File: src/design/txbp_consts.vh
// Register offsets, field positions and timing constants of the transmit blanking and guard block.
`ifndef TXBP_CONSTS_VH
`define TXBP_CONSTS_VH
`define TXBP_ADDR_PAGE       12'h008
`define TXBP_ADDR_IRQ_EN_A   12'h021
`define TXBP_ADDR_IRQ_EN_B   12'h022
`define TXBP_ADDR_IRQ_ST_A   12'h025
`define TXBP_ADDR_IRQ_ST_B   12'h026
`define TXBP_ADDR_PD_MASK    12'h012
`define TXBP_ADDR_GUARD_SEL  12'h013
`define TXBP_ADDR_SEQ_CFG    12'h11F
`define TXBP_ADDR_RISE0      12'h121
`define TXBP_ADDR_RISE1      12'h122
`define TXBP_ADDR_FALL0      12'h123
`define TXBP_ADDR_FALL1      12'h124
`define TXBP_ADDR_UP_LO      12'h140
`define TXBP_ADDR_UP_HI      12'h141
`define TXBP_ADDR_DN_LO      12'h142
`define TXBP_ADDR_DN_HI      12'h143
`define TXBP_ADDR_BLANK_ST   12'h147
`define TXBP_ADDR_GAIN_LO    12'h148
`define TXBP_ADDR_GAIN_HI    12'h149
`define TXBP_BIT_PWR_IRQ     7
`define TXBP_BIT_BLANK_IRQ   5
`define TXBP_BIT_SEL_PWR     6
`define TXBP_BIT_SEL_TX      5
`define TXBP_BIT_SEL_SW      3
`define TXBP_BIT_SW_GUARD    2
`define TXBP_BIT_INVERT      2
`define TXBP_DELAY_UNIT      5
`define TXBP_PWRUP_NS        35000
`define TXBP_CLK_NS          100
`define TXBP_PWRUP_CYC       ((`TXBP_PWRUP_NS + `TXBP_CLK_NS - 1) / `TXBP_CLK_NS)
`define TXBP_ST_HELD         2'h0
`define TXBP_ST_DOWN         2'h1
`define TXBP_ST_UP           2'h2
`define TXBP_ST_NORMAL       2'h3
`define TXBP_GAIN_RST        16'h8000
`endif

File: src/design/txbp_top.v
// Transmit blanking and guard-output logic for two DAC pairs with its register port.
//
// Our own choice: strobed register access.
`timescale 1ns/1ps
`default_nettype none
`include "txbp_consts.vh"

module txbp_top #(
   parameter PWRUP_CYC = `TXBP_PWRUP_CYC
) (
   input wire clock_in, // 10 MHz clock.
   input wire rstn_in, // Asynchronous reset, active low.
   input wire [11:0] addr_in, // Register address.
   input wire [7:0] wdata_in, // Register write data.
   input wire wr_in, // Write strobe.
   input wire rd_in, // Read strobe.
   output reg [7:0] rdata_out, // Read data, cycle after strobe.
   input wire [1:0] transmit_enable_in, // Per-pair transmit enable pins.
   input wire [1:0] power_over_in, // Per-pair power detector over threshold.
   input wire sync_rotate_in, // One-cycle pulse from sync logic on rotation.
   output reg [1:0] guard_output_pin_out, // Per-pair guard pins.
   output reg [1:0] pair_powerdown_out, // Per-pair DAC power down.
   output reg [1:0] data_hold_out, // Per-pair hold and flush datapath.
   output reg [31:0] gain_out, // Per-pair ramped gain, pair B high half.
   output wire irq_n_out // Interrupt, active low.
);

   // ----------------------------------------------------------------
   // Register storage
   // ----------------------------------------------------------------
   reg [1:0] page_ff;
   reg [7:0] irq_en_ff [0:1];
   reg [7:0] irq_src_ff [0:1];
   reg [7:0] mask_ff;
   reg [7:0] sel_ff [0:1];
   reg [7:0] cfg_ff [0:1];
   reg [7:0] rise0_ff [0:1];
   reg [7:0] rise1_ff [0:1];
   reg [7:0] fall0_ff [0:1];
   reg [7:0] fall1_ff [0:1];
   reg [15:0] up_ff [0:1];
   reg [15:0] dn_ff [0:1];
   reg [15:0] gset_ff [0:1];

   // ----------------------------------------------------------------
   // Per-pair sequencing state
   // ----------------------------------------------------------------
   reg [1:0] txs1_ff, txs2_ff, txd_ff;
   reg [1:0] pws1_ff, pws2_ff, pwd_ff;
   reg [1:0] txg_ff, txg_d_ff;
   reg [1:0] bst_ff [0:1];
   reg [1:0] rot_ff;
   reg [1:0] done_ff;
   reg [1:0] dcnt_ff [0:1];
   reg [12:0] cnt_ff [0:1];
   reg [15:0] pwcnt_ff [0:1];
   reg [15:0] gain_ff [0:1];

   // Delay in cycles for one counter value.
   function [12:0] dly;
      input [7:0] v;
      begin
         dly = {v, 5'h00};
      end
   endfunction

   // Page register selects which pair the paged registers reach; pair A when page is 1.
   // Any other page value reaches pair B, so a stray page write never hits both pairs.
   wire pg = (page_ff == 2'h1);
   wire any_src = |(irq_src_ff[0] | irq_src_ff[1]);
   assign irq_n_out = ~any_src;

   integer p;

   // ----------------------------------------------------------------
   // Register writes, events and sequencers
   // ----------------------------------------------------------------
   // Everything shares one process so each register has one driver.
   always @(posedge clock_in or negedge rstn_in) begin
      if (!rstn_in) begin
         page_ff <= 2'h1;
         mask_ff <= 8'h00;
         txs1_ff <= 2'h0; txs2_ff <= 2'h0; txd_ff <= 2'h0;
         pws1_ff <= 2'h0; pws2_ff <= 2'h0; pwd_ff <= 2'h0;
         txg_ff <= 2'h0; txg_d_ff <= 2'h0; rot_ff <= 2'h0; done_ff <= 2'h0;
         guard_output_pin_out <= 2'h0;
         pair_powerdown_out <= 2'h0;
         data_hold_out <= 2'h3;
         gain_out <= 32'h0000_0000;
         for (p = 0; p < 2; p = p + 1) begin
            irq_en_ff[p] <= 8'h00; irq_src_ff[p] <= 8'h00;
            sel_ff[p] <= 8'h00; cfg_ff[p] <= 8'h50;
            rise0_ff[p] <= 8'h00; rise1_ff[p] <= 8'h00;
            fall0_ff[p] <= 8'h12; fall1_ff[p] <= 8'h00;
            up_ff[p] <= 16'h0010; dn_ff[p] <= 16'h0010;
            gset_ff[p] <= `TXBP_GAIN_RST;
            bst_ff[p] <= `TXBP_ST_HELD; dcnt_ff[p] <= 2'h0;
            cnt_ff[p] <= 13'h0000; pwcnt_ff[p] <= 16'h0000; gain_ff[p] <= 16'h0000;
         end
      end else begin
         // Pins cross into the clock domain through two flops.
         txs1_ff <= transmit_enable_in; txs2_ff <= txs1_ff; txd_ff <= txs2_ff;
         pws1_ff <= power_over_in; pws2_ff <= pws1_ff; pwd_ff <= pws2_ff;
         txg_d_ff <= txg_ff;
         if (wr_in) begin
            if (addr_in == `TXBP_ADDR_PAGE) page_ff <= wdata_in[1:0];
            else if (addr_in == `TXBP_ADDR_PD_MASK) mask_ff <= wdata_in;
         end
         for (p = 0; p < 2; p = p + 1) begin
            // Paged writes reach the pair picked by the page register.
            if (wr_in && (pg ? (p == 0) : (p == 1))) begin
               if (addr_in == `TXBP_ADDR_GUARD_SEL) sel_ff[p] <= wdata_in;
               else if (addr_in == `TXBP_ADDR_SEQ_CFG) cfg_ff[p] <= wdata_in;
               else if (addr_in == `TXBP_ADDR_RISE0) rise0_ff[p] <= wdata_in;
               else if (addr_in == `TXBP_ADDR_RISE1) rise1_ff[p] <= wdata_in;
               else if (addr_in == `TXBP_ADDR_FALL0) fall0_ff[p] <= wdata_in;
               else if (addr_in == `TXBP_ADDR_FALL1) fall1_ff[p] <= wdata_in;
               else if (addr_in == `TXBP_ADDR_UP_LO) up_ff[p][7:0] <= wdata_in;
               else if (addr_in == `TXBP_ADDR_UP_HI) up_ff[p][15:8] <= wdata_in;
               else if (addr_in == `TXBP_ADDR_DN_LO) dn_ff[p][7:0] <= wdata_in;
               else if (addr_in == `TXBP_ADDR_DN_HI) dn_ff[p][15:8] <= wdata_in;
               else if (addr_in == `TXBP_ADDR_GAIN_LO) gset_ff[p][7:0] <= wdata_in;
               else if (addr_in == `TXBP_ADDR_GAIN_HI) gset_ff[p][15:8] <= wdata_in;
            end
            if (wr_in && addr_in == (p == 0 ? `TXBP_ADDR_IRQ_EN_A : `TXBP_ADDR_IRQ_EN_B))
               irq_en_ff[p] <= wdata_in;
            // Write one clears; a new event in the same cycle wins over the clear.
            if (wr_in && addr_in == (p == 0 ? `TXBP_ADDR_IRQ_ST_A : `TXBP_ADDR_IRQ_ST_B))
               irq_src_ff[p] <= irq_src_ff[p] & ~wdata_in;
            if (!irq_en_ff[p][`TXBP_BIT_PWR_IRQ])
               irq_src_ff[p][`TXBP_BIT_PWR_IRQ] <= 1'b0;
            else if (pws2_ff[p] && !pwd_ff[p])
               irq_src_ff[p][`TXBP_BIT_PWR_IRQ] <= 1'b1;
            if (!irq_en_ff[p][`TXBP_BIT_BLANK_IRQ])
               irq_src_ff[p][`TXBP_BIT_BLANK_IRQ] <= 1'b0;
            else if (done_ff[p])
               irq_src_ff[p][`TXBP_BIT_BLANK_IRQ] <= 1'b1;

            // Transmit-enable sequencer: a delay chain of up to three counters per edge.
            // Each pair uses its own enable pin, so one pair can blank alone.
            if (txs2_ff[p] != txd_ff[p]) begin
               dcnt_ff[p] <= 2'h0;
               cnt_ff[p] <= 13'h0000;
               if (!txs2_ff[p] && mask_ff[p]) pair_powerdown_out[p] <= 1'b1;
               if (txs2_ff[p]) begin
                  pair_powerdown_out[p] <= 1'b0;
                  pwcnt_ff[p] <= mask_ff[p] ? PWRUP_CYC[15:0] : 16'h0000;
               end
            end else if (txs2_ff[p] != txg_ff[p]) begin
               // Rise uses 0..3 counters, fall always at least one.
               if (txs2_ff[p] ? (dcnt_ff[p] >= cfg_ff[p][5:4])
                              : (dcnt_ff[p] >= cfg_ff[p][7:6] && dcnt_ff[p] != 2'h0))
                  txg_ff[p] <= txs2_ff[p];
               else if (cnt_ff[p] + 13'h0001 >= dly(txs2_ff[p] ?
                        (dcnt_ff[p] == 2'h0 ? rise0_ff[p] : rise1_ff[p]) :
                        (dcnt_ff[p] == 2'h0 ? fall0_ff[p] : fall1_ff[p]))) begin
                  cnt_ff[p] <= 13'h0000;
                  dcnt_ff[p] <= dcnt_ff[p] + 2'h1;
               end else
                  cnt_ff[p] <= cnt_ff[p] + 13'h0001;
            end
            if (pwcnt_ff[p] != 16'h0000 && txs2_ff[p] == txd_ff[p])
               pwcnt_ff[p] <= pwcnt_ff[p] - 16'h0001;

            // Blanking sequencer.
            if (sync_rotate_in && bst_ff[p] == `TXBP_ST_NORMAL) rot_ff[p] <= 1'b1;
            done_ff[p] <= 1'b0;
            case (bst_ff[p])
               `TXBP_ST_NORMAL: begin
                  if ((txg_d_ff[p] && !txg_ff[p]) || (sync_rotate_in && txg_ff[p])) begin
                     bst_ff[p] <= `TXBP_ST_DOWN;
                     data_hold_out[p] <= 1'b1;
                  end else
                     gain_ff[p] <= gset_ff[p];
               end
               `TXBP_ST_DOWN: begin
                  if (gain_ff[p] <= dn_ff[p]) begin
                     gain_ff[p] <= 16'h0000;
                     bst_ff[p] <= `TXBP_ST_HELD;
                     done_ff[p] <= 1'b1;
                  end else
                     gain_ff[p] <= gain_ff[p] - dn_ff[p];
               end
               `TXBP_ST_HELD: begin
                  if (txg_ff[p] && (rot_ff[p] || !txg_d_ff[p] || pwcnt_ff[p] == 16'h0000)) begin
                     // Hold until the DACs are powered back on when masked.
                     if (pwcnt_ff[p] == 16'h0000) begin
                        bst_ff[p] <= `TXBP_ST_UP;
                        data_hold_out[p] <= 1'b0;
                        rot_ff[p] <= 1'b0;
                     end
                  end
               end
               default: begin
                  if (!txg_ff[p]) begin
                     // A fall during the ramp up must hold and flush just like from normal.
                     bst_ff[p] <= `TXBP_ST_DOWN;
                     data_hold_out[p] <= 1'b1;
                  end
                  else if (gset_ff[p] - gain_ff[p] <= up_ff[p]) begin
                     gain_ff[p] <= gset_ff[p];
                     bst_ff[p] <= `TXBP_ST_NORMAL;
                     done_ff[p] <= 1'b1;
                  end else
                     gain_ff[p] <= gain_ff[p] + up_ff[p];
               end
            endcase

            // Guard pin: OR of selected sources, high when valid unless inverted.
            guard_output_pin_out[p] <= cfg_ff[p][`TXBP_BIT_INVERT] ^ ~(
               (sel_ff[p][`TXBP_BIT_SEL_PWR] & pws2_ff[p]) |
               (sel_ff[p][`TXBP_BIT_SEL_TX] & ~txg_ff[p]) |
               (sel_ff[p][`TXBP_BIT_SEL_SW] & sel_ff[p][`TXBP_BIT_SW_GUARD]));
         end
         gain_out <= {gain_ff[1], gain_ff[0]};
      end
   end

   // ----------------------------------------------------------------
   // Register reads
   // ----------------------------------------------------------------
   // Status shows the latched source when enabled; otherwise only the power bit shows its live detector level.
   always @(posedge clock_in or negedge rstn_in) begin
      if (!rstn_in) begin
         rdata_out <= 8'h00;
      end else if (rd_in) begin
         if (addr_in == `TXBP_ADDR_PAGE) rdata_out <= {6'h00, page_ff};
         else if (addr_in == `TXBP_ADDR_IRQ_EN_A) rdata_out <= irq_en_ff[0];
         else if (addr_in == `TXBP_ADDR_IRQ_EN_B) rdata_out <= irq_en_ff[1];
         else if (addr_in == `TXBP_ADDR_IRQ_ST_A)
            rdata_out <= (irq_src_ff[0] & irq_en_ff[0]) |
                         ({pws2_ff[0], 7'h00} & ~irq_en_ff[0]);
         else if (addr_in == `TXBP_ADDR_IRQ_ST_B)
            rdata_out <= (irq_src_ff[1] & irq_en_ff[1]) |
                         ({pws2_ff[1], 7'h00} & ~irq_en_ff[1]);
         else if (addr_in == `TXBP_ADDR_PD_MASK) rdata_out <= mask_ff;
         else if (addr_in == `TXBP_ADDR_GUARD_SEL) rdata_out <= sel_ff[pg ? 0 : 1];
         else if (addr_in == `TXBP_ADDR_SEQ_CFG) rdata_out <= cfg_ff[pg ? 0 : 1];
         else if (addr_in == `TXBP_ADDR_RISE0) rdata_out <= rise0_ff[pg ? 0 : 1];
         else if (addr_in == `TXBP_ADDR_RISE1) rdata_out <= rise1_ff[pg ? 0 : 1];
         else if (addr_in == `TXBP_ADDR_FALL0) rdata_out <= fall0_ff[pg ? 0 : 1];
         else if (addr_in == `TXBP_ADDR_FALL1) rdata_out <= fall1_ff[pg ? 0 : 1];
         else if (addr_in == `TXBP_ADDR_UP_LO) rdata_out <= up_ff[pg ? 0 : 1][7:0];
         else if (addr_in == `TXBP_ADDR_UP_HI) rdata_out <= up_ff[pg ? 0 : 1][15:8];
         else if (addr_in == `TXBP_ADDR_DN_LO) rdata_out <= dn_ff[pg ? 0 : 1][7:0];
         else if (addr_in == `TXBP_ADDR_DN_HI) rdata_out <= dn_ff[pg ? 0 : 1][15:8];
         else if (addr_in == `TXBP_ADDR_GAIN_LO) rdata_out <= gset_ff[pg ? 0 : 1][7:0];
         else if (addr_in == `TXBP_ADDR_GAIN_HI) rdata_out <= gset_ff[pg ? 0 : 1][15:8];
         else if (addr_in == `TXBP_ADDR_BLANK_ST)
            rdata_out <= {bst_ff[pg ? 0 : 1], 6'h00};
         else rdata_out <= 8'h00;
      end else begin
         rdata_out <= 8'h00;
      end
   end

endmodule
`default_nettype wire

File: config.mk
export PLATFORM = sky130hd
export DESIGN_NAME = txbp_top
export DESIGN_NICKNAME = d
export VERILOG_FILES = /design/src/design/txbp_top.v
export VERILOG_INCLUDE_DIRS = /design/src /design/src/design
export SDC_FILE = /design/constraint.sdc
export NUM_CORES = 1
export LEC_CHECK = 0
export BUFFER_PORTS_ARGS = -buffer_cell sky130_fd_sc_hd__buf_2
export CAP_MARGIN = 15
export CORE_ASPECT_RATIO = 1.1
export CORE_UTILIZATION = 23
export DETAILED_ROUTE_END_ITERATION = 10
export GPL_TIMING_DRIVEN = 0
export SETUP_SLACK_MARGIN = 0.02
export SYNTH_ARGS = -nofsm -noshare
export SYNTH_HDL_FRONTEND = slang
export SYNTH_SLANG_ARGS = --single-unit
File: constraint.sdc
create_clock -name clock_in -period 4.2 [get_ports clock_in]
set_input_delay 1.05 -clock clock_in [delete_from_list [all_inputs] [get_ports clock_in]]
set_output_delay 1.05 -clock clock_in [all_outputs]
set_load 0.05 [all_outputs]
==> metrics.csv, run 1 <==
metric;value;unit
ordered list of cells on the worst path;ha_4, nor2b_4, o211ai_1, and3_4, o31ai_4, o41ai_2, buf_4, o2111ai_2, a21oi_2, xnor2_1, ha_1, nand4_1, nor3_2, a22oi_2, a21oi_2, clkbuf_8, buf_6, mux2i_1, nand2_1, nand3_1, o21ai_2;
Max-slew headroom;15.03;%
unrepaired setup endpoints after global routing;yes;
antenna violations before repair;2;
sort of element at the start of the critical path;flip-flop;
startpoint of the most critical setup path;gset_ff[17]$_DFFE_PN0P_;
critical path required time;4.65;ns
total negative slack for setup checks;-0.03912;ns
number of warning messages in the yosys log;0;
maximum fanout count along the critical path;5;
Post-Syn Area per Cell;9.505;sq um
class of the most critical hold timing path;in -> async;
EDFF count, synth;0;
share of the core filled with cells;27.58;%
IO Port Bufs;67;
die extent in y;344.9;microns
power density normalized to cell area;516.0;nW/um^2
cell with the largest stage delay on the worst path;sky130_fd_sc_hd__dfrtp_2;
number of global-route vias before repair;20100;
VDD IR max;0.3051;mV
critical path class;reg -> reg;
slew at the pin closest to its max-slew limit;1.275;ns
Post-Route Skew;0.02049;ns
proportion of register bits with asynchronous set or reset after synthesis;100.0;%
later-pin clock latency in the skew report;0.60;ns
total inserted antenna cells;0;
RePlAce Congestion;0.9692;
count of max-cap constraint violations;0;
number of nets in the finished design;2926;
wire length of the first global-routing pass;127200;microns
Post-Syn Instances;2587;
detail-routed net length per standard cell;20.55;microns
dominant delay contributor by cell family on the critical path;compound AO/OA/AOI/OAI gates;
Routed WL;85680;microns
core area;105700;sq um
half-perimeter wire length of the detailed placement result;64670;microns
share of cells above drive strength 1;18.61;%
fill cell instance count of the final layout;11270;
total area of multi-input combinational cells;14010;sq um
maximum number of pins on one net before global-route repair;101;
maximum single-stage delay on the critical path;0.43;ns
minimum clock period;4.219;ns
combined area of all synthesized cells;24590;sq um
cell type with the highest occurrence count on the critical path;sky130_fd_sc_hd__a21oi_2;
number of top-level design ports;76;
leakage power summed over all cells;13.02;nW
die outline area;108200;sq um
Critical R2R Launch;gset_ff[17]$_DFFE_PN0P_;
hold buffer count at cts;0;
Pwr Total;15.05;mW
failing checks;negative setup slack;
sequential cell area in the final layout;9947;sq um
final max-slew violation count;0;
Achievable Freq;237.0;MHz
floorplan row count;125;
CTS H-tree depth;2;
Clock Pin Slew Worst Setup and Hold Paths;0.06;ns
count of buffer and inverter cells on the critical path;3;
count of endpoints failing setup in the final report;3;
DRC violation count after routing;0;
via density per instance;5.066;
Seq/Total Area, Yosys;40.39;%
total congestion overflow after global routing;0;
flip-flop cell with the highest count after synthesis;sky130_fd_sc_hd__dfrtp_1;
number of DRC violations after detailed-routing iteration 0;1848;
setup slack after placement;-0.9479;ns
Fin. Hold Viols;0;
detailed-routing iteration count for the pre-antenna-repair pass;5;
final critical-path setup slack;-0.01895;ns
via count;21130;
clock sinks;396;
Seq cells post-synth;396;
result of the run;finished, violations left;
Final Cycle Share;100.5;%
Worst setup EP type;flip-flop;
Crit path arrival time;4.67;ns
Mapped Nets;2777;
growth of design area from synthesis to finish;18.57;%
CTS tree;built;
global-route usage over all layers;15.42;%
deepest clock path buffer count;3;
initial standard-cell utilization of the core;23.26;%
Root Driver;sky130_fd_sc_hd__clkbuf_16;
die width;313.8;microns
clock buffer count from CTS;46;
Netlist cell types;84;
Detail Route Antenna Nets;0;
worst paths after layout:
check | to | slack [ns] | cells past startpoint
setup / recovery | gain_ff[21]$_DFFE_PN0P_ | -0.02 | 21
hold / removal | pwcnt_ff[28]$_DFFE_PN0P_ | 0.31 | 1
setup reg to reg | gain_ff[21]$_DFFE_PN0P_ | -0.02 | 21
hold reg to reg | pws2_ff[1]$_DFF_PN0_ | 0.34 | 0
max in group asynchronous | pwcnt_ff[5]$_DFFE_PN0P_ | 2.60 | 3
min in group clock_in | pws2_ff[1]$_DFF_PN0_ | 0.34 | 0
worst register-to-register path: cells and delay by family (launching register included):
family | cells | cell delay [ns]
DFF | 1 | 0.43
and+or+nand+nor | 6 | 1.00
muxes | 1 | 0.19
adders and majority gates | 2 | 0.57
xor gates and xnor gates | 1 | 0.10
AOI/OAI and AO/OA | 8 | 1.31
buffers and inverters | 3 | 0.51
metrics by stage:
step	hold WS [ns]	instances	cell area [sq um]
finish	0.3086	4170	29160
global route	0.3160	4170	29160
CTS	0.2967	4157	28730
global placement	0.3347	4051	26680
floorplan	0.3312	2587	24600
detailed placement	0.3347	4055	26800
report_power, final:
group          total, mW  leakage [nW]  switching, mW  internal (mW)
combinational       6.01          7.19           3.62           2.39
sequential          4.69          5.02          0.445           4.24
clock               4.35         0.804           1.71           2.64
registers in the layout, indices dropped and copies added (netlist names), 26 cells and up:
register,count
gain_out,32
gain_ff,32
cnt_ff,26
gset_ff,32
dn_ff,32
up_ff,32
pwcnt_ff,32
routing by layer:
metal / wire [microns] / track usage [%] / vias up
met5: 18 / 0 / -
met4: 3326 / 5.488 / 4
met3: 5887 / 2.848 / 166
met2: 40170 / 25.63 / 801
met1: 36280 / 19.93 / 10450
li1: - / - / 9702
cells in the final DEF, fill, tap and decap left out, types with 19 or more instances in the layout:
| cell | instances |
|---|---|
| sky130_fd_sc_hd__dfrtp_1 | 366 |
| sky130_fd_sc_hd__nand2_1 | 316 |
| sky130_fd_sc_hd__o21ai_0 | 172 |
| sky130_fd_sc_hd__mux2_2 | 162 |
| sky130_fd_sc_hd__inv_1 | 153 |
| sky130_fd_sc_hd__ha_1 | 148 |
| sky130_fd_sc_hd__a21oi_1 | 131 |
| sky130_fd_sc_hd__nor2_1 | 127 |
| sky130_fd_sc_hd__nand3_1 | 89 |
| sky130_fd_sc_hd__buf_2 | 87 |
| sky130_fd_sc_hd__clkbuf_1 | 83 |
| sky130_fd_sc_hd__xnor2_1 | 66 |
| sky130_fd_sc_hd__mux2i_1 | 60 |
| sky130_fd_sc_hd__clkbuf_16 | 48 |
| sky130_fd_sc_hd__nor2b_1 | 41 |
| sky130_fd_sc_hd__nor3_1 | 37 |
| sky130_fd_sc_hd__buf_4 | 29 |
| sky130_fd_sc_hd__a21o_1 | 28 |
| sky130_fd_sc_hd__xor2_1 | 27 |
| sky130_fd_sc_hd__nand4_1 | 27 |
| sky130_fd_sc_hd__and3_1 | 26 |
| sky130_fd_sc_hd__a221oi_1 | 25 |
| sky130_fd_sc_hd__o22ai_1 | 23 |
| sky130_fd_sc_hd__o21a_1 | 22 |
| sky130_fd_sc_hd__or3_1 | 20 |
| sky130_fd_sc_hd__nand2b_1 | 19 |
cells by family after synthesis:
kind of cell	Yosys count	share of synthesized area, %
buffers and inverters	269	4.259
XOR/XNOR	93	3.312
AND/OR/NAND/NOR	794	15.51
flip-flops	396	40.39
multiplexers	241	11.46
AO/OA/AOI/OAI	633	16.69
adder cells (fa/ha/maj)	161	8.375
cells in the mapped netlist (17+ instances only):
library cell               number  area (sq um)
sky130_fd_sc_hd__a221oi_1      26         227.7
sky130_fd_sc_hd__nor3_1        40         200.2
sky130_fd_sc_hd__a21o_1        28         210.2
sky130_fd_sc_hd__o21ai_0      187         935.9
sky130_fd_sc_hd__ha_1         155          1939
sky130_fd_sc_hd__nor2_1       130         488.0
sky130_fd_sc_hd__dfrtp_1      379          9484
sky130_fd_sc_hd__mux2i_1       60         600.6
sky130_fd_sc_hd__nor2b_1       42         262.8
sky130_fd_sc_hd__nand4_1       27         168.9
sky130_fd_sc_hd__xor2_1        27         236.5
sky130_fd_sc_hd__o311ai_0      18         157.7
sky130_fd_sc_hd__nand2b_1      21         131.4
sky130_fd_sc_hd__or3_1         20         125.1
sky130_fd_sc_hd__o22ai_1       25         156.4
sky130_fd_sc_hd__buf_2         21         105.1
sky130_fd_sc_hd__a31oi_1       17         106.4
sky130_fd_sc_hd__and3_1        28         175.2
sky130_fd_sc_hd__inv_1        157         589.3
sky130_fd_sc_hd__nand2_1      320          1201
sky130_fd_sc_hd__xnor2_1       66         578.1
sky130_fd_sc_hd__o211ai_1      18         135.1
sky130_fd_sc_hd__nand3_1       90         450.4
sky130_fd_sc_hd__nor4_1        19         118.9
sky130_fd_sc_hd__a21oi_1      137         685.7
sky130_fd_sc_hd__dfstp_2       17         446.7
sky130_fd_sc_hd__clkbuf_1      83         311.6
sky130_fd_sc_hd__mux2_2       165          1858
sky130_fd_sc_hd__o21a_1        22         165.2
final cells by class:
cell class | count | area share, %
multi-input cells | 1922 | 48.05
clock inverters | 18 | 0.8711
flip-flops and latches | 396 | 34.12
well taps | 1397 | 5.995
repair buffers | 104 | 2.549
plain buffers | 109 | 1.678
clock buffers | 67 | 4.703
inverters | 157 | 2.038
timing repair:
| item | in CTS | in global routing |
|---|---|---|
| pin swaps | 27 | 45 |
| gates cloned | 0 | 1 |
| setup endpoints to repair | 51 | 51 |
| resized for setup | 57 | 80 |
| buffers inserted | 19 | 13 |
Power figures use the tool's default switching activity.
==> inputs of run 2 (changes only) <==
Settings changed: PLACE_DENSITY_LB_ADDON from default to 0.15.
Clock period 4.2 ns to 4.43 ns, I/O delays scaled along.
==> run 2 against run 1 <==
Compared with the run above:
- the run now ends clean
- combinational power is 4.5% lower
- routed wire length is 12% higher
- critical path depth is 2 lower
- utilization is 0.19 points higher
- worst hold slack gained 0.038 ns
- cell area up 0.68%
- final cell count is 0.48% higher
- clock power increased by 7.6%
- sequential power decreased by 5.1%
- setup slack better by 0.091 ns
- critical path type unchanged
- largest cell class unchanged
- highest routed layer unchanged
==> metrics.csv, run 2 (same netlist as run 1, synthesis figures left out) <==
metric;value;unit;change
final max-slew violation count;0;;unchanged
Max-slew headroom;16.87;%;+1.8 points
wire length of the first global-routing pass;142900;microns;+12%
minimum clock period;4.358;ns;+0.1392 ns
count of max-cap constraint violations;0;;unchanged
critical path class;reg -> reg;;
Fin. Hold Viols;0;;unchanged
later-pin clock latency in the skew report;0.64;ns;+0.04 ns
power density normalized to cell area;506.6;nW/um^2;-1.8%
slew at the pin closest to its max-slew limit;1.242;ns;-0.03215 ns
highest-count cells in the layout ignoring fill and taps;sky130_fd_sc_hd__dfrtp_1 (365), sky130_fd_sc_hd__nand2_1 (317), sky130_fd_sc_hd__o21ai_0 (180), sky130_fd_sc_hd__mux2_2 (165), sky130_fd_sc_hd__inv_1 (153);;
die outline area;108200;sq um;unchanged
Root Driver;sky130_fd_sc_hd__clkbuf_16;;
total area of multi-input combinational cells;13930;sq um;-0.57%
commonest non-fill, non-tap cell in the layout;sky130_fd_sc_hd__dfrtp_1;;
total negative slack for setup checks;0;ns;+0.03912 ns
Reg power frac;29.9;%;-1.2 points
number of DRC violations after detailed-routing iteration 0;1507;;-18%
growth of design area from synthesis to finish;19.38;%;
total net switching power;5.755;mW;-0.38%
share of cells above drive strength 1;18.34;%;-0.26 points
Detail Route Antenna Nets;0;;unchanged
internal reg-to-reg setup slack;0.07;ns;+0.09 ns
maximum fanout count along the critical path;6;;+1
detailed-routing iteration count for the pre-antenna-repair pass;6;;+1
initial standard-cell utilization of the core;23.26;%;unchanged
VDD IR max;0.3304;mV;+8.3%
RePlAce Congestion;0.9137;;-5.7%
Crit path arrival time;4.83;ns;+0.16 ns
Final Cycle Share;98.38;%;-2.1 points
unrepaired setup endpoints after global routing;yes;;
part of the total power dissipated in the clock network;31.5;%;+2.6 points
IO Port Bufs;67;;unchanged
final non-filler cell total;4190;;+0.48%
result of the run;completed;;
via density per instance;4.971;;-1.9%
Achievable Freq;229.5;MHz;-3.2%
Post-Route Skew;0.03140;ns;+0.01091 ns
critical path required time;4.90;ns;+0.25 ns
clock sinks;396;;unchanged
deepest clock path buffer count;3;;unchanged
clock buffer count from CTS;51;;+11%
die width;313.8;microns;unchanged
floorplan row count;125;;unchanged
DRC violation count after routing;0;;unchanged
total congestion overflow after global routing;0;;unchanged
fill cell instance count of the final layout;11280;;+0.089%
hold buffer count at cts;0;;unchanged
half-perimeter wire length of the detailed placement result;73760;microns;+14%
count of endpoints failing setup in the final report;0;;-3
Clock Pin Slew Worst Setup and Hold Paths;0.06;ns;about the same
number of global-route vias before repair;21230;;+5.6%
via count;20830;;-1.4%
Cell Count Post-Placement;4056;;+0.025%
global-route usage over all layers;17.68;%;+2.3 points
number of nets in the finished design;2938;;+0.41%
sort of element at the start of the critical path;flip-flop;;
maximum number of pins on one net before global-route repair;115;;+14%
Worst setup EP type;flip-flop;;
CTS tree;built;;
number of top-level design ports;76;;unchanged
antenna violations before repair;3;;+1
Pwr Total;14.87;mW;-1.2%
Routed WL;96380;microns;+12%
part of the total power dissipated in combinational logic;38.6;%;-1.4 points
cell internal pwr;9.116;mW;-1.6%
leakage power summed over all cells;13.10;nW;+0.66%
die extent in y;344.9;microns;unchanged
CTS H-tree depth;2;;unchanged
detail-routed net length per standard cell;23.00;microns;+12%
sw frac;38.70;%;+0.30 points
class of the most critical hold timing path;reg -> reg;;
sequential cell area in the final layout;9948;sq um;about the same
core area;105700;sq um;unchanged
==> run 2: cell count changes in the layout (fill, tap and decap cells not counted), moves of 4 or more <==
| cell | previous run | this run |
|---|---|---|
| sky130_fd_sc_hd__buf_4 | 29 | 37 |
| sky130_fd_sc_hd__clkbuf_8 | 13 | 8 |
| sky130_fd_sc_hd__bufinv_16 | 6 | 10 |
| sky130_fd_sc_hd__o21ai_0 | 172 | 180 |
| sky130_fd_sc_hd__clkbuf_1 | 83 | 89 |
| sky130_fd_sc_hd__o21ai_2 | 6 | 2 |
==> run 2: repair_timing <==
| action | CTS | global route |
|---|---|---|
| buffers inserted | 14 | 23 |
| endpoints found under the setup margin | 51 | 41 |
| resized for setup | 41 | 70 |
| gates cloned | 0 | 1 |
| pin swaps | 10 | 45 |
==> run 2: final timing paths <==
path	cells past startpoint	startpoint	end
setup / recovery	19	gset_ff[0]$_DFFE_PN0P_	done_ff[1]$_DFF_PN0_
min in group asynchronous	1	rstn_in	pwcnt_ff[23]$_DFFE_PN0P_
hold / removal	0	pws1_ff[0]$_DFF_PN0_	pws2_ff[0]$_DFF_PN0_
hold reg to reg	0	pws1_ff[0]$_DFF_PN0_	pws2_ff[0]$_DFF_PN0_
max in group asynchronous	3	rstn_in	dn_ff[9]$_DFFE_PN0P_
setup reg to reg	19	gset_ff[0]$_DFFE_PN0P_	done_ff[1]$_DFF_PN0_
==> run 2: metrics by stage <==
stage / setup slack, ns / instance area (sq um) / hold WS, ns / utilization, %
after floorplan: 0.2111 / 24590 / 0.3312 / -
after global placement: -6.448 / 26670 / 0.3353 / 25.23
after detailed placement: -1.145 / 26810 / 0.3371 / 25.36
after CTS: 0.02265 / 28900 / 0.3505 / 27.33
after global routing: -0.1227 / 29350 / 0.3556 / 27.76
final: 0.07182 / 29360 / 0.3470 / 27.77
==> run 2: final cells by class <==
class	count	share of cell area (%)
inverters	157	2.016
clock inverters	25	1.539
diodes	2	0.01705
plain buffers	110	1.679
well taps	1397	5.954
clock buffers	71	4.842
flip-flops and latches	396	33.89
repair buffers	110	2.613
multi-input cells	1922	47.45
==> run 2: per-layer routing <==
layer	global-route usage, %	up-vias	part of all wire (%)
met5	0	-	0.013
met1	22.35	10420	43
met3	2.591	143	4.8
li1	-	9722	-
met2	30.81	543	49
met4	5.691	2	3.4
==> run 2: power by group through the flow <==
stage / clock network (mW) / registers [mW] / logic [mW]
floorplan: 0 / 4.72 / 3.60
global route: 4.95 / 4.51 / 6.35
finish: 4.68 / 4.45 / 5.74
detailed placement: 0 / 4.53 / 5.34
global placement: 0 / 4.53 / 5.26
CTS: 4.81 / 4.48 / 5.52
==> run 2: worst max-delay path, cell delays in order (launching register included) <==
cell,delay [ns]
sky130_fd_sc_hd__dfrtp_1,0.39
sky130_fd_sc_hd__inv_2,0.10
sky130_fd_sc_hd__ha_4,0.14
sky130_fd_sc_hd__fa_2,0.21
sky130_fd_sc_hd__nor2b_1,0.05
sky130_fd_sc_hd__o21a_1,0.19
sky130_fd_sc_hd__o21a_1,0.21
sky130_fd_sc_hd__o211ai_1,0.31
sky130_fd_sc_hd__a21oi_2,0.14
sky130_fd_sc_hd__o31ai_4,0.35
sky130_fd_sc_hd__o311ai_2,0.16
sky130_fd_sc_hd__ha_1,0.35
sky130_fd_sc_hd__nand4_1,0.20
sky130_fd_sc_hd__nor3_4,0.32
sky130_fd_sc_hd__nand2_2,0.12
sky130_fd_sc_hd__o311ai_4,0.11
sky130_fd_sc_hd__nand2_2,0.13
sky130_fd_sc_hd__buf_8,0.16
sky130_fd_sc_hd__buf_8,0.14
sky130_fd_sc_hd__o22ai_1,0.40
==> inputs of run 3 (changes only) <==
Settings changed: REMOVE_ABC_BUFFERS from default to 1.
==> run 3 against run 2 <==
Compared with the run above:
- sequential power rose by 2%
- register-to-register slack better by 0.15 ns
- utilization decreased by 0.44 points
- critical path depth grew 1
- setup slack improved by 0.15 ns
- routed wire length down 10%
- first-iteration DRC count is 1.4% lower
- die area stayed put
- final cell count fell by 2.5%
- global-route usage down 1.8 points
- largest cell class unchanged
- highest routed layer unchanged
==> metrics.csv, run 3 (same netlist as run 1, synthesis figures left out) <==
metric;value;unit;change
via count;20230;;-2.9%
deepest clock path buffer count;3;;unchanged
Routed WL;86620;microns;-10%
commonest non-fill, non-tap cell in the layout;sky130_fd_sc_hd__dfrtp_1;;
global routing met2 resource utilization;26.92;%;-3.9 points
final max-slew violation count;0;;unchanged
growth of design area from synthesis to finish;17.48;%;
IO Port Bufs;75;;+12%
maximum fanout count along the critical path;5;;-1
total inserted antenna cells;0;;-2
slew at the pin closest to its max-slew limit;1.144;ns;-0.09878 ns
later-pin clock latency in the skew report;0.64;ns;about the same
Max-slew headroom;23.48;%;+6.6 points
minimum clock period;4.210;ns;-0.1486 ns
share of the core filled with cells;27.32;%;-0.44 points
internal reg-to-reg setup slack;0.22;ns;+0.15 ns
capture instance of the worst register-to-register path;gain_ff[25]$_DFFE_PN0P_;;
die outline area;108200;sq um;unchanged
CTS tree;built;;
via density per instance;4.950;;-0.42%
detailed-routing iteration count for the pre-antenna-repair pass;5;;-1
Clock Pin Slew Worst Setup and Hold Paths;0.07;ns;about the same
wire length of the first global-routing pass;130000;microns;-9.0%
number of DRC violations after detailed-routing iteration 0;1486;;-1.4%
Cell Count Post-Placement;3956;;-2.5%
ordered list of cells on the worst path;inv_4, ha_4, nor2b_4, o211ai_1, and3_4, o31ai_4, o41ai_2, buf_4, o2111ai_2, a21oi_2, xnor2_2, ha_1, nand4_1, nor3_2, a22oi_2, a21oi_4, buf_8, mux2_4, o221ai_2, o21ai_1;;
Root Driver;sky130_fd_sc_hd__clkbuf_16;;
global-route usage over all layers;15.84;%;-1.8 points
clock buffer count from CTS;50;;-2.0%
antenna violations before repair;3;;unchanged
total congestion overflow after global routing;0;;unchanged
count of endpoints failing setup in the final report;0;;unchanged
Critical R2R Launch;gain_ff[17]$_DFFE_PN0P_;;
capture endpoint of the worst hold path;txs2_ff[1]$_DFF_PN0_;;
Fin. Hold Viols;0;;unchanged
Post-Route Skew;0.03533;ns;+0.003928 ns
detail-routed net length per standard cell;21.20;microns;-7.8%
sort of element at the start of the critical path;flip-flop;;
Crit path arrival time;4.69;ns;-0.14 ns
global routing met1 resource utilization;20.24;%;-2.1 points
most used routing layer in global routing;met2;;
count of max-cap constraint violations;0;;unchanged
half-perimeter wire length of the detailed placement result;63530;microns;-14%
M3 GR Usage;2.021;%;-0.57 points
core area;105700;sq um;unchanged
final non-filler cell total;4086;;-2.5%
number of global-route vias before repair;20460;;-3.6%
die extent in y;344.9;microns;unchanged
maximum single-stage delay on the critical path;0.44;ns;+0.04 ns
initial standard-cell utilization of the core;23.26;%;unchanged
critical path class;reg -> reg;;
DRC violation count after routing;0;;unchanged
Worst setup EP type;flip-flop;;
share of cells above drive strength 1;18.11;%;-0.23 points
clock sinks;396;;unchanged
maximum number of pins on one net before global-route repair;106;;-7.8%
floorplan row count;125;;unchanged
number of top-level design ports;76;;unchanged
unrepaired setup endpoints after global routing;yes;;
Final Cycle Share;95.03;%;-3.4 points
critical path required time;4.91;ns;about the same
worst slack on hold paths;0.3484;ns;+0.001448 ns
Worst Hold Depth;0;;unchanged
number of nets in the finished design;2837;;-3.4%
die width;313.8;microns;unchanged
fill cell instance count of the final layout;11270;;-0.080%
class of the most critical hold timing path;reg -> reg;;
Register-to-Register Path Depth;20;;+1
power density normalized to cell area;500.3;nW/um^2;-1.2%
Achievable Freq;237.6;MHz;+3.5%
RePlAce Congestion;0.8723;;-4.5%
Detail Route Antenna Nets;0;;unchanged
CTS H-tree depth;2;;unchanged
highest-count cells in the layout ignoring fill and taps;sky130_fd_sc_hd__dfrtp_1 (370), sky130_fd_sc_hd__nand2_1 (318), sky130_fd_sc_hd__o21ai_0 (176), sky130_fd_sc_hd__mux2_2 (164), sky130_fd_sc_hd__inv_1 (155);;
result of the run;completed;;
VDD IR max;0.2779;mV;-16%
leakage power summed over all cells;12.94;nW;-1.3%
startpoint of the tightest hold check path;txs1_ff[1]$_DFF_PN0_;;
cell with the largest stage delay on the worst path;sky130_fd_sc_hd__dfrtp_2;;
[run 3: cell count changes in the layout (fill, tap and decap cells not counted), sizes merged]
cell | before | now
clkbuf | 151 | 66
inv | 158 | 159
diode | 2 | 0
bufinv | 10 | 8
buf | 140 | 119
clkinv | 11 | 15
and2 | 11 | 12
[run 3: worst max-delay path, delay by kind of cell (launching register included)]
family                   cells  cell delay, ns
multiplexers                 1            0.31
XOR/XNOR                     1            0.09
flip-flops                   1            0.44
adder cells (fa/ha/maj)      2            0.50
AO/OA/AOI/OAI                9            1.49
AND/OR/NAND/NOR              4            0.80
buffers and inverters        3            0.42
[run 3: worst max-delay path by stage]
stage	startpoint	end	slack [ns]	cells past startpoint
after CTS	gset_ff[0]$_DFFE_PN0P_	gain_ff[8]$_DFFE_PN0P_	0.04	21
after global placement	rstn_in	gain_out[29]$_DFF_PN0_	-6.30	1
after floorplan	gain_ff[17]$_DFFE_PN0P_	gain_ff[31]$_DFFE_PN0P_	-0.40	19
after detailed placement	gain_ff[17]$_DFFE_PN0P_	gain_ff[31]$_DFFE_PN0P_	-0.77	19
final	gain_ff[17]$_DFFE_PN0P_	gain_ff[25]$_DFFE_PN0P_	0.22	20
after global routing	gain_ff[17]$_DFFE_PN0P_	gain_ff[25]$_DFFE_PN0P_	-0.05	20
[run 3: timing repair]
action,in CTS,in global routing
setup endpoints to repair,37,37
hold endpoints to repair,0,0
hold buffers,0,0
buffers inserted,13,19
pin swaps,12,36
cloned,2,0
gates resized for setup,35,50
[run 3: layout make-up]
cell class	instances	area (sq um)	share of cell area, %
Tap cell	1397	1748	6.051
Inverter	157	591.8	2.049
Timing Repair Buffer	119	875.8	3.032
Sequential cell	396	9942	34.42
Clock inverter	28	405.4	1.403
Multi-Input combinational cell	1923	13930	48.23
Clock buffer	66	1391	4.816
[run 3: per-stage QoR]
stage           TNS, ns  setup WS (ns)  power (mW)  area [sq um]
2_1_floorplan    -13.35        -0.4039       8.246         24130
3_3_place_gp   -2872.54         -6.297       9.614         26260
3_5_place_dp     -18.77        -0.7708       9.678         26460
4_1_cts               0        0.03585       14.45         28540
5_1_grt         -0.2723       -0.04913       15.46         28890
6_report              0         0.2204       14.45         28890
[run 3: routing by layer]
metal / wire, microns / vias to the layer above
met5: 13 / -
met3: 3381 / 133
met2: 41950 / 429
met1: 37710 / 10140
li1: - / 9527
met4: 3564 / 2
[run 3: power breakdown]
part           switching, mW  internal [mW]
Combinational           3.26           2.19
Sequential             0.498           4.02
Clock                   1.79           2.70
